`config.mk`:
```
export PLATFORM = sky130hd
export DESIGN_NAME = tdac_ctrl
export DESIGN_NICKNAME = d
export VERILOG_FILES = /design/src/pkg/tdac_pkg.sv /design/src/rtl/tdac_sar.sv /design/src/rtl/tdac_ctrl.sv
export SDC_FILE = /design/constraint.sdc
export NUM_CORES = 1
export LEC_CHECK = 0
export BUFFER_PORTS_ARGS = -buffer_cell sky130_fd_sc_hd__buf_4
export CAP_MARGIN = 20
export CORE_ASPECT_RATIO = 1.4
export CORE_UTILIZATION = 55
export CTS_CLUSTER_DIAMETER = 150
export DETAILED_ROUTE_END_ITERATION = 16
export PLACE_DENSITY = 0.75
export SYNTH_ARGS = -nofsm -noshare
export SYNTH_HDL_FRONTEND = slang
export SYNTH_SLANG_ARGS = --single-unit
```
`constraint.sdc`:
```
create_clock -name i_sys_clk -period 5.9 [get_ports i_sys_clk]
set_clock_uncertainty 0.2 [all_clocks]
set_input_delay 1.18 -clock i_sys_clk [delete_from_list [all_inputs] [get_ports i_sys_clk]]
set_output_delay 1.18 -clock i_sys_clk [all_outputs]
set_load 0.1 [all_outputs]
```
`src/pkg/tdac_pkg.sv`:
```
// What this block does
// [RULE1] DAC reference chosen by field, external default
// [RULE2] Gain bit clear gives unity span
// [RULE3] Gain bit set doubles span, clamped
// [RULE4] Two enables route temperatures to DACs
// [RULE5] Thermal code refreshes on each measurement
// [RULE6] Eight-bit variant: one count per degree
// [RULE7] Wide variants default 8-bit, bit selects 10-bit
// [RULE8] Span bits double thermal span per DAC
// [RULE9] Range -128..127, zero volts at -40
// [RULE10] Signed 8-bit zero-volt temperature registers
// [RULE11] 8-bit code is temperature minus offset
// [RULE12] 10-bit code is four times difference
// [RULE13] Overflow holds code at full scale
// [RULE14] ADC reference bit: internal or supply
// [RULE15] Two-bit field assigns shared input pins
// [RULE16] ADC returns 10-bit straight binary
// [RULE17] ADC acquires then approximates bit by bit
// [RULE18] DAC output waits for load command
// [RULE19] Below offset clamps code to zero
// [RULE20] Offset sign-extended before subtraction
package tdac_pkg;
    localparam logic [7:0] ADDR_DAC_A_MSB      = 8'h10;
    localparam logic [7:0] ADDR_INPUT_PIN_CFG  = 8'h18;
    localparam logic [7:0] ADDR_CONV_OPT_CFG   = 8'h1A;
    localparam logic [7:0] ADDR_DAC_GAIN_CFG   = 8'h1B;
    localparam logic [7:0] ADDR_DAC_LOAD_CFG   = 8'h1C;
    localparam logic [7:0] ADDR_INT_ZERO_TEMP  = 8'h21;
    localparam logic [7:0] ADDR_EXT_ZERO_TEMP  = 8'h22;
    localparam logic [7:0] ADDR_ADC_RESULT_MSB = 8'h23;
    localparam logic [7:0] ADDR_ADC_RESULT_LSB = 8'h24;
    localparam logic [7:0] RST_INPUT_PIN_CFG   = 8'h00;
    localparam logic [7:0] RST_CONV_OPT_CFG    = 8'h00;
    localparam logic [7:0] RST_DAC_GAIN_CFG    = 8'h00;
    localparam logic [7:0] RST_DAC_LOAD_CFG    = 8'h00;
    localparam logic [7:0] RST_ZERO_TEMP       = 8'hD8;
    localparam int BIT_THERM_10BIT     = 1;
    localparam int BIT_LOAD_SW_SELECT  = 3;
    localparam int BIT_ADC_REF_SUPPLY  = 4;
    localparam int BIT_INT_THERM_EN    = 5;
    localparam int BIT_EXT_THERM_EN    = 6;
    localparam int BIT_DAC_A_DBL_SPAN  = 0;
    localparam int BIT_DAC_B_DBL_SPAN  = 1;
    localparam int BIT_PIN_FIELD_LO    = 1;
    localparam int BIT_INT_REF_SELECT  = 4;
    localparam int BIT_SW_LOAD_CMD     = 7;
    localparam int ADC_BITS            = 10;
    localparam int TEMP_BITS           = 10;
endpackage

```
`src/rtl/tdac_sar.sv`:
```
module tdac_sar
    import tdac_pkg::*;
(
    input  wire logic                i_sys_clk,
    input  wire logic                i_resetn,
    input  wire logic                i_start,
    input  wire logic                i_comp_high,
    output logic [tdac_pkg::ADC_BITS-1:0] o_trial,
    output logic                     o_sample,
    output logic [tdac_pkg::ADC_BITS-1:0] o_result,
    output logic                     o_done
);
    typedef enum logic [1:0] {S_IDLE, S_ACQ, S_CONV} tdac_sar_e;
    typedef struct packed {
        tdac_sar_e           st;
        logic [ADC_BITS-1:0] trial;
        logic [ADC_BITS-1:0] bitm;
        logic [ADC_BITS-1:0] result;
        logic                done;
        logic                sample;
    } tdac_sar_s;
    tdac_sar_s s_reg, s_next;

    always_comb begin
        s_next = s_reg;
        s_next.done = 1'b0;
        case (s_reg.st)
            S_IDLE: begin
                if (i_start) begin
                    s_next.st = S_ACQ; // [RULE17]
                    s_next.sample = 1'b1;
                end
            end
            S_ACQ: begin
                s_next.sample = 1'b0;
                s_next.bitm = {1'b1, {(ADC_BITS-1){1'b0}}};
                s_next.trial = {1'b1, {(ADC_BITS-1){1'b0}}};
                s_next.st = S_CONV;
            end
            S_CONV: begin
                // Keep bit when input is above trial level
                if (!i_comp_high)
                    s_next.trial = s_reg.trial & ~s_reg.bitm; // [RULE17]
                s_next.bitm = s_reg.bitm >> 1;
                if (s_reg.bitm[0]) begin
                    s_next.result = i_comp_high ? s_reg.trial
                                  : (s_reg.trial & ~s_reg.bitm); // [RULE16]
                    s_next.done = 1'b1;
                    s_next.st = S_IDLE;
                end else begin
                    s_next.trial = s_next.trial | (s_reg.bitm >> 1);
                end
            end
            default: s_next.st = S_IDLE;
        endcase
    end

    always_ff @(posedge i_sys_clk or negedge i_resetn) begin
        if (!i_resetn)
            s_reg <= '0;
        else
            s_reg <= s_next;
    end

    assign o_trial  = s_reg.trial;
    assign o_sample = s_reg.sample;
    assign o_result = s_reg.result;
    assign o_done   = s_reg.done;
endmodule // tdac_sar

```
`src/rtl/tdac_ctrl.sv`:
```
module tdac_ctrl
    import tdac_pkg::*;
#(
    parameter int DAC_BITS = 12
) (
    input  wire logic                i_sys_clk,
    input  wire logic                i_resetn,
    input  wire logic                i_reg_wr,
    input  wire logic                i_reg_rd,
    input  wire logic [7:0]          i_reg_addr,
    input  wire logic [7:0]          i_reg_wdata,
    output logic [7:0]               o_reg_rdata,
    input  wire logic                i_dac_load_strobe_n,
    input  wire logic                i_int_temp_valid,
    input  wire logic [tdac_pkg::TEMP_BITS-1:0] i_int_temp,
    input  wire logic                i_ext_temp_valid,
    input  wire logic [tdac_pkg::TEMP_BITS-1:0] i_ext_temp,
    input  wire logic                i_adc_start,
    input  wire logic                i_adc_comp_high,
    output logic [tdac_pkg::ADC_BITS-1:0] o_adc_trial,
    output logic                     o_adc_sample,
    output logic                     o_adc_done,
    output logic                     o_adc_ref_supply_select,
    output logic [1:0]               o_input_pin_mode,
    output logic                     o_dac_ref_internal,
    output logic [3:0]               o_dac_double_gain,
    output logic [4*DAC_BITS-1:0]    o_dac_codes
);
    localparam int CW = DAC_BITS;
    localparam int DW = TEMP_BITS + 4;

    typedef struct packed {
        logic [7:0]          pin_cfg;
        logic [7:0]          opt_cfg;
        logic [7:0]          gain_cfg;
        logic [7:0]          load_cfg;
        logic [7:0]          int_zero;
        logic [7:0]          ext_zero;
        logic [4*CW-1:0]     staged;
        logic [4*CW-1:0]     active;
        logic [2:0]          ldn_sync;
        logic                ldn_state;
        logic [ADC_BITS-1:0] adc_res;
        logic                adc_done;
        logic [7:0]          rdata;
    } tdac_ctrl_s;
    tdac_ctrl_s r_reg, r_next;

    logic [ADC_BITS-1:0] sar_trial;
    logic                sar_sample;
    logic [ADC_BITS-1:0] sar_result;
    logic                sar_done;

    tdac_sar u_sar (
        .i_sys_clk   (i_sys_clk),
        .i_resetn    (i_resetn),
        .i_start     (i_adc_start),
        .i_comp_high (i_adc_comp_high),
        .o_trial     (sar_trial),
        .o_sample    (sar_sample),
        .o_result    (sar_result),
        .o_done      (sar_done)
    );

    ////////////////////////////////////////////////////////////////////
    // Thermal code: sign-extended offset, scale, clamp
    function automatic logic [CW-1:0] therm_code(
        input logic [TEMP_BITS-1:0] temp,
        input logic [7:0]           zero,
        input logic                 wide
    );
        logic signed [DW-1:0] t;
        logic signed [DW-1:0] z;
        logic signed [DW-1:0] d;
        logic signed [DW-1:0] lim;
        logic                 use_wide;
        use_wide = wide && CW >= 10;
        t = DW'(signed'(temp));
        z = DW'(signed'({zero, 2'b00})); // [RULE20] [RULE10]
        d = t - z;
        if (use_wide) begin
            lim = DW'(1023); // [RULE12] [RULE7]
        end else begin
            d = d >>> 2; // [RULE11] [RULE6]
            lim = DW'(255);
        end
        if (d < 0)
            therm_code = '0; // [RULE19]
        else if (d > lim)
            therm_code = CW'(lim) << (CW - (use_wide ? 10 : 8)); // [RULE13]
        else
            therm_code = CW'(d) << (CW - (use_wide ? 10 : 8));
    endfunction

    ////////////////////////////////////////////////////////////////////
    // Next state
    always_comb begin
        logic load_now;
        logic ld_fall;
        logic wide;
        int   idx;
        load_now = 1'b0;
        ld_fall = 1'b0;
        wide = 1'b0;
        idx = 0;
        r_next = r_reg;
        r_next.ldn_sync = {r_reg.ldn_sync[1:0], i_dac_load_strobe_n};
        if (r_reg.ldn_sync[2] == r_reg.ldn_sync[1]) begin
            r_next.ldn_state = r_reg.ldn_sync[2];
            ld_fall = r_reg.ldn_state && !r_reg.ldn_sync[2];
        end
        if (i_reg_wr) begin
            case (i_reg_addr)
                ADDR_INPUT_PIN_CFG: r_next.pin_cfg  = i_reg_wdata; // [RULE15]
                ADDR_CONV_OPT_CFG:  r_next.opt_cfg  = i_reg_wdata;
                ADDR_DAC_GAIN_CFG:  r_next.gain_cfg = i_reg_wdata;
                ADDR_DAC_LOAD_CFG:  r_next.load_cfg = i_reg_wdata; // [RULE1]
                ADDR_INT_ZERO_TEMP: r_next.int_zero = i_reg_wdata; // [RULE10]
                ADDR_EXT_ZERO_TEMP: r_next.ext_zero = i_reg_wdata;
                default: begin
                    if (i_reg_addr >= ADDR_DAC_A_MSB &&
                        i_reg_addr < ADDR_INPUT_PIN_CFG) begin
                        idx = int'(i_reg_addr[2:1]);
                        if (!i_reg_addr[0])
                            r_next.staged[idx*CW+CW-8 +: 8] = i_reg_wdata;
                        else
                            r_next.staged[idx*CW +: 8] = i_reg_wdata;
                    end
                end
            endcase
        end
        // Pin load unless software load is selected
        if (r_reg.opt_cfg[BIT_LOAD_SW_SELECT])
            load_now = i_reg_wr && i_reg_addr == ADDR_DAC_LOAD_CFG &&
                       i_reg_wdata[BIT_SW_LOAD_CMD];
        else
            load_now = ld_fall;
        if (load_now)
            r_next.active = r_reg.staged; // [RULE18]
        wide = r_reg.opt_cfg[BIT_THERM_10BIT];
        if (r_reg.opt_cfg[BIT_INT_THERM_EN] && i_int_temp_valid) // [RULE4]
            r_next.active[0 +: CW] =
                therm_code(i_int_temp, r_reg.int_zero, wide); // [RULE5]
        if (r_reg.opt_cfg[BIT_EXT_THERM_EN] && i_ext_temp_valid) // [RULE4]
            r_next.active[CW +: CW] =
                therm_code(i_ext_temp, r_reg.ext_zero, wide); // [RULE5]
        r_next.adc_done = sar_done;
        if (sar_done)
            r_next.adc_res = sar_result; // [RULE16]
        case (i_reg_addr)
            ADDR_INPUT_PIN_CFG:  r_next.rdata = r_reg.pin_cfg;
            ADDR_CONV_OPT_CFG:   r_next.rdata = r_reg.opt_cfg;
            ADDR_DAC_GAIN_CFG:   r_next.rdata = r_reg.gain_cfg;
            ADDR_DAC_LOAD_CFG:   r_next.rdata = {1'b0, r_reg.load_cfg[6:0]};
            ADDR_INT_ZERO_TEMP:  r_next.rdata = r_reg.int_zero;
            ADDR_EXT_ZERO_TEMP:  r_next.rdata = r_reg.ext_zero;
            ADDR_ADC_RESULT_MSB: r_next.rdata = r_reg.adc_res[9:2];
            ADDR_ADC_RESULT_LSB: r_next.rdata = {6'h00, r_reg.adc_res[1:0]};
            default:             r_next.rdata = 8'h00;
        endcase
        if (!i_reg_rd)
            r_next.rdata = r_reg.rdata;
    end

    always_ff @(posedge i_sys_clk or negedge i_resetn) begin
        if (!i_resetn) begin
            r_reg <= '0;
            r_reg.pin_cfg  <= RST_INPUT_PIN_CFG;
            r_reg.opt_cfg  <= RST_CONV_OPT_CFG;
            r_reg.gain_cfg <= RST_DAC_GAIN_CFG;
            r_reg.load_cfg <= RST_DAC_LOAD_CFG;
            r_reg.int_zero <= RST_ZERO_TEMP; // [RULE9]
            r_reg.ext_zero <= RST_ZERO_TEMP;
            r_reg.ldn_sync <= 3'h7;
            r_reg.ldn_state <= 1'b1;
        end else begin
            r_reg <= r_next;
        end
    end

    ////////////////////////////////////////////////////////////////////
    // Outputs
    assign o_adc_trial  = sar_trial;
    assign o_adc_sample = sar_sample;
    assign o_adc_done   = r_reg.adc_done;
    assign o_reg_rdata  = r_reg.rdata;
    assign o_adc_ref_supply_select = r_reg.opt_cfg[BIT_ADC_REF_SUPPLY]; // [RULE14]
    assign o_input_pin_mode = r_reg.pin_cfg[BIT_PIN_FIELD_LO +: 2]; // [RULE15]
    assign o_dac_ref_internal = r_reg.load_cfg[BIT_INT_REF_SELECT]; // [RULE1]
    // Thermal channels use span bits, others unity unless set
    assign o_dac_double_gain = r_reg.gain_cfg[3:0]; // [RULE2] [RULE3] [RULE8]
    assign o_dac_codes = r_reg.active;
endmodule // tdac_ctrl

```
==> impl_results.md <==
* Global Route Usage Sum at between 20% and 30%
* Largest net degree at the start of global routing at 121
* I/O pin count at around 120
* Final setup fails at 0
* Crit-path cells: buf_4 -> inv_1 -> ha_1 -> and2_1 -> ha_1 -> nor3b_2 -> nor2b_1 -> nor3b_1 -> a22oi_1 -> o21ai_0
* CTS root buf: clkbuf_16
* Crit path arrival time at around 4.3 ns
* Library cells used by synthesis at 77
* First-pass GRT wire length at about 43 mm
* Max-slew violation count at 0
* DRC errors left at 0
* VDD IR max at 0.293 mV
* Slowest CP cell: nor3b_2
* GP Congestion at 0.954
* Syn Inst Count at around 1100
* Hold-fix buffers, CTS at 0
* Syn Nets at roughly 1200
* Die width at about 120 um
* Rel. slew slack at between 30% and 40%
* Count of final hold-check violations at 0
* Period utilisation layout at a little over two thirds
* Clk slew on worst S/H paths at 0.07 ns
* Seq/Total Area, Yosys at 46.3%
* Area of the core at 0.0193 mm^2
* DIE HEIGHT at 168 um
* Grt met2 use at between 40 and 50%
* Post-CTS Setup Repair Bufs at 0
* Worst slew pin tran at 0.975 ns
* Skew-Pair Late Insertion Delay at 0.44 ns
* Crit path max fanout at 37
* Slowest stage delay, CP at 0.46 ns
* Vias in the first global route at a little over 8000
* XOR/XNOR share of the synthesized area at less than 1%
* GRT busiest layer: met2
* Placed cells at 1360
* Final ANT Viol Nets at 0
* Post-synthesis simple-gate area fraction at about 15%
* Status: complete, no violations
* RSZ-0062 raised after global routing: false
* DR pass1 iterations at 5
* Final Cell Area at roughly 0.012 mm^2
* Final wirelength at about 27 mm
* Seq cells post-synth at 200
* Row count at 60
* Main combinational cell family by area after synthesis: compound AO/OA/AOI/OAI gates
* Post-route insts no fill at about 1400
* CTS resizes at 0
* Clk sinks at 200
* CTS Buffer Depth at 2
* Iter 0 DRT Violations at about 600
* Max cap viols at 0
* Total number of vias at 8315
* Largest register FFs at 99
* Post-Syn Area per Cell at roughly 9.7 um^2
* CTS Buf Count at 17
* Required time of the critical path at between 6 and 7 ns
* Per-cell routed wire length at a little under 20 um
* Yosys warnings at 0
* Port Buffers at between 100 and 150
* Fin nets at between 1000 and 1500
* CTS tree: yes
* PwrDens at 310 mW/mm^2
* CP Capture Type: flip-flop
* Multi-input logic area at ~0.0048 mm^2
* GR Util met1 at roughly a third
* Post-DP HPWL at roughly 20 mm
* Ant. Diodes at 0
* Global-route track usage on met3 at 4.81%
* Synth Area in Compound Gates at ~17%
* Flip-flop and latch area at about 0.005 mm^2
* Initial antenna violation count at 0
* Synth Flop Type: dfrtp_1
* Multiplexer share of the synthesized area at between 7 and 8%
* Fin crit period at approximately 4.1 ns
* Grt ovf at 0
* Mapped Area at 0.0108 mm^2
* Crit-path most repeated cell: ha_1
* CP Buf/Inv Count at 2
* Vias per inst at roughly 6.0
* Initial Utilization at roughly 56%
* Class of the worst hold path: reg -> reg
* Die area at 0.0203 mm^2
* Startpoint types: input pin
* Static Leak at 5.55 nW
* Share of synthesized registers carrying an async set or reset at 100%
* Synth-to-layout area growth at 9.42%
* Adder-cell share of the synthesized area at 3.70%
* Achievable frequency at about 240 MHz
* Post-synth EDFFs at 0
* Fillers at ~1700
* Ratio of cells with drive above 1 in the final layout at approximately a fifth
* WS Path Type: in -> reg
* Worst hold margin at roughly 0.16 ns
* Cell family with most CP delay: simple AND/OR/NAND/NOR gates
* Sum Neg Setup Slack at 0 ns
* H-tree Lvls at 4
* Placed inst area at roughly 0.011 mm^2
## layer usage
layer	vias up	share of wire [%]
li1	3901	-
met3	88	5.1
met1	4044	38
met5	-	0
met2	282	52
met4	0	4.9
## placed cells by master, fill, tap and decap left out, types with 14 or more instances in the layout
cell / n
nand2_1: 190
dfrtp_1: 188
buf_4: 120
o21ai_0: 97
mux2_2: 56
inv_1: 48
nor2_1: 35
a21oi_1: 32
a22oi_1: 29
ha_1: 28
nand3_1: 21
nor3_1: 19
mux2i_1: 19
o21a_1: 17
clkbuf_16: 17
nor2b_1: 14
## path summary, 6_finish.rpt
path	startpoint	endpoint	slack, ns	depth (start not counted)
min in group asynchronous	i_resetn	o_dac_codes[15]	0.56	1
max	i_reg_addr[1]	r_reg[76]	1.76	10
min	r_next[21]	r_next[22]	0.16	0
min reg2reg	r_next[21]	r_next[22]	0.16	0
max in group asynchronous	i_resetn	r_reg[136]	3.85	2
max reg2reg	r_reg[127]	o_dac_codes[10]	3.21	8
## worst reg2reg max path, stage by stage (launching register included)
cell and delay (ns):
dfrtp_1 0.41, ha_1 0.20, inv_1 0.06, fa_1 0.42, a211oi_1 0.35, o21ai_0 0.17, o211a_1 0.15, or4_1 0.52
a2bb2oi_1 0.15
## power breakdown
part / leakage (nW) / switching, W / internal [W]
clock network: 0.278 / 0.000531 / 0.000641
logic: 2.67 / 0.000724 / 0.000245
registers: 2.61 / 0.0000675 / 0.00147
total: 5.55 / 0.00132 / 0.00235
## per-stage QoR
step	setup slack, ns	power [W]	utilization, %
6_report	1.76	0.00368	61.4
5_1_grt	1.56	0.00381	61.4
4_1_cts	1.87	0.00370	61.4
3_5_place_dp	1.42	0.00253	58.4
3_3_place_gp	1.62	0.00252	58.4
2_1_floorplan	2.34	0.00234	-
## cell type report
| cell class | count | share of cell area, % |
|---|---|---|
| flip-flops and latches | 200 | 42.3 |
| multi-input cells | 742 | 40.7 |
| repair buffers | 122 | 7.88 |
| clock buffers | 19 | 3.74 |
| well taps | 248 | 2.62 |
| inverters | 48 | 1.52 |
| clock inverters | 13 | 1.20 |
## kinds of logic (layout without fill, tap and decap cells)
| family | count (synthesis) | count (layout) |
|---|---|---|
| and+or+nand+nor | 348 | 348 |
| buffers and inverters | 178 | 202 |
| xor gates and xnor gates | 7 | 7 |
| adders and majority gates | 31 | 31 |
| DFF | 200 | 200 |
| AOI/OAI and AO/OA | 281 | 281 |
| muxes | 75 | 75 |
## synthesized netlist by cell type (all sizes together) (9+ instances only)
library cell  instances  area share, %
o21ai                99            4.6
nor2                 35            1.2
dfstp                12            2.9
buf                  99            6.4
a22oi                29            2.0
o22ai                11           0.64
clkbuf               31            1.1
nor3                 20           0.97
nor2b                14           0.81
o22a                 10           0.81
dfrtp               188             43
nand3                21           0.97
ha                   28            3.2
a21bo                 9           0.83
nand2               192            6.7
a21boi               10           0.69
mux2                 56            5.8
inv                  48            1.7
o21a                 17            1.2
mux2i                19            1.8
a21oi                32            1.5
Power figures use the tool's default switching activity.
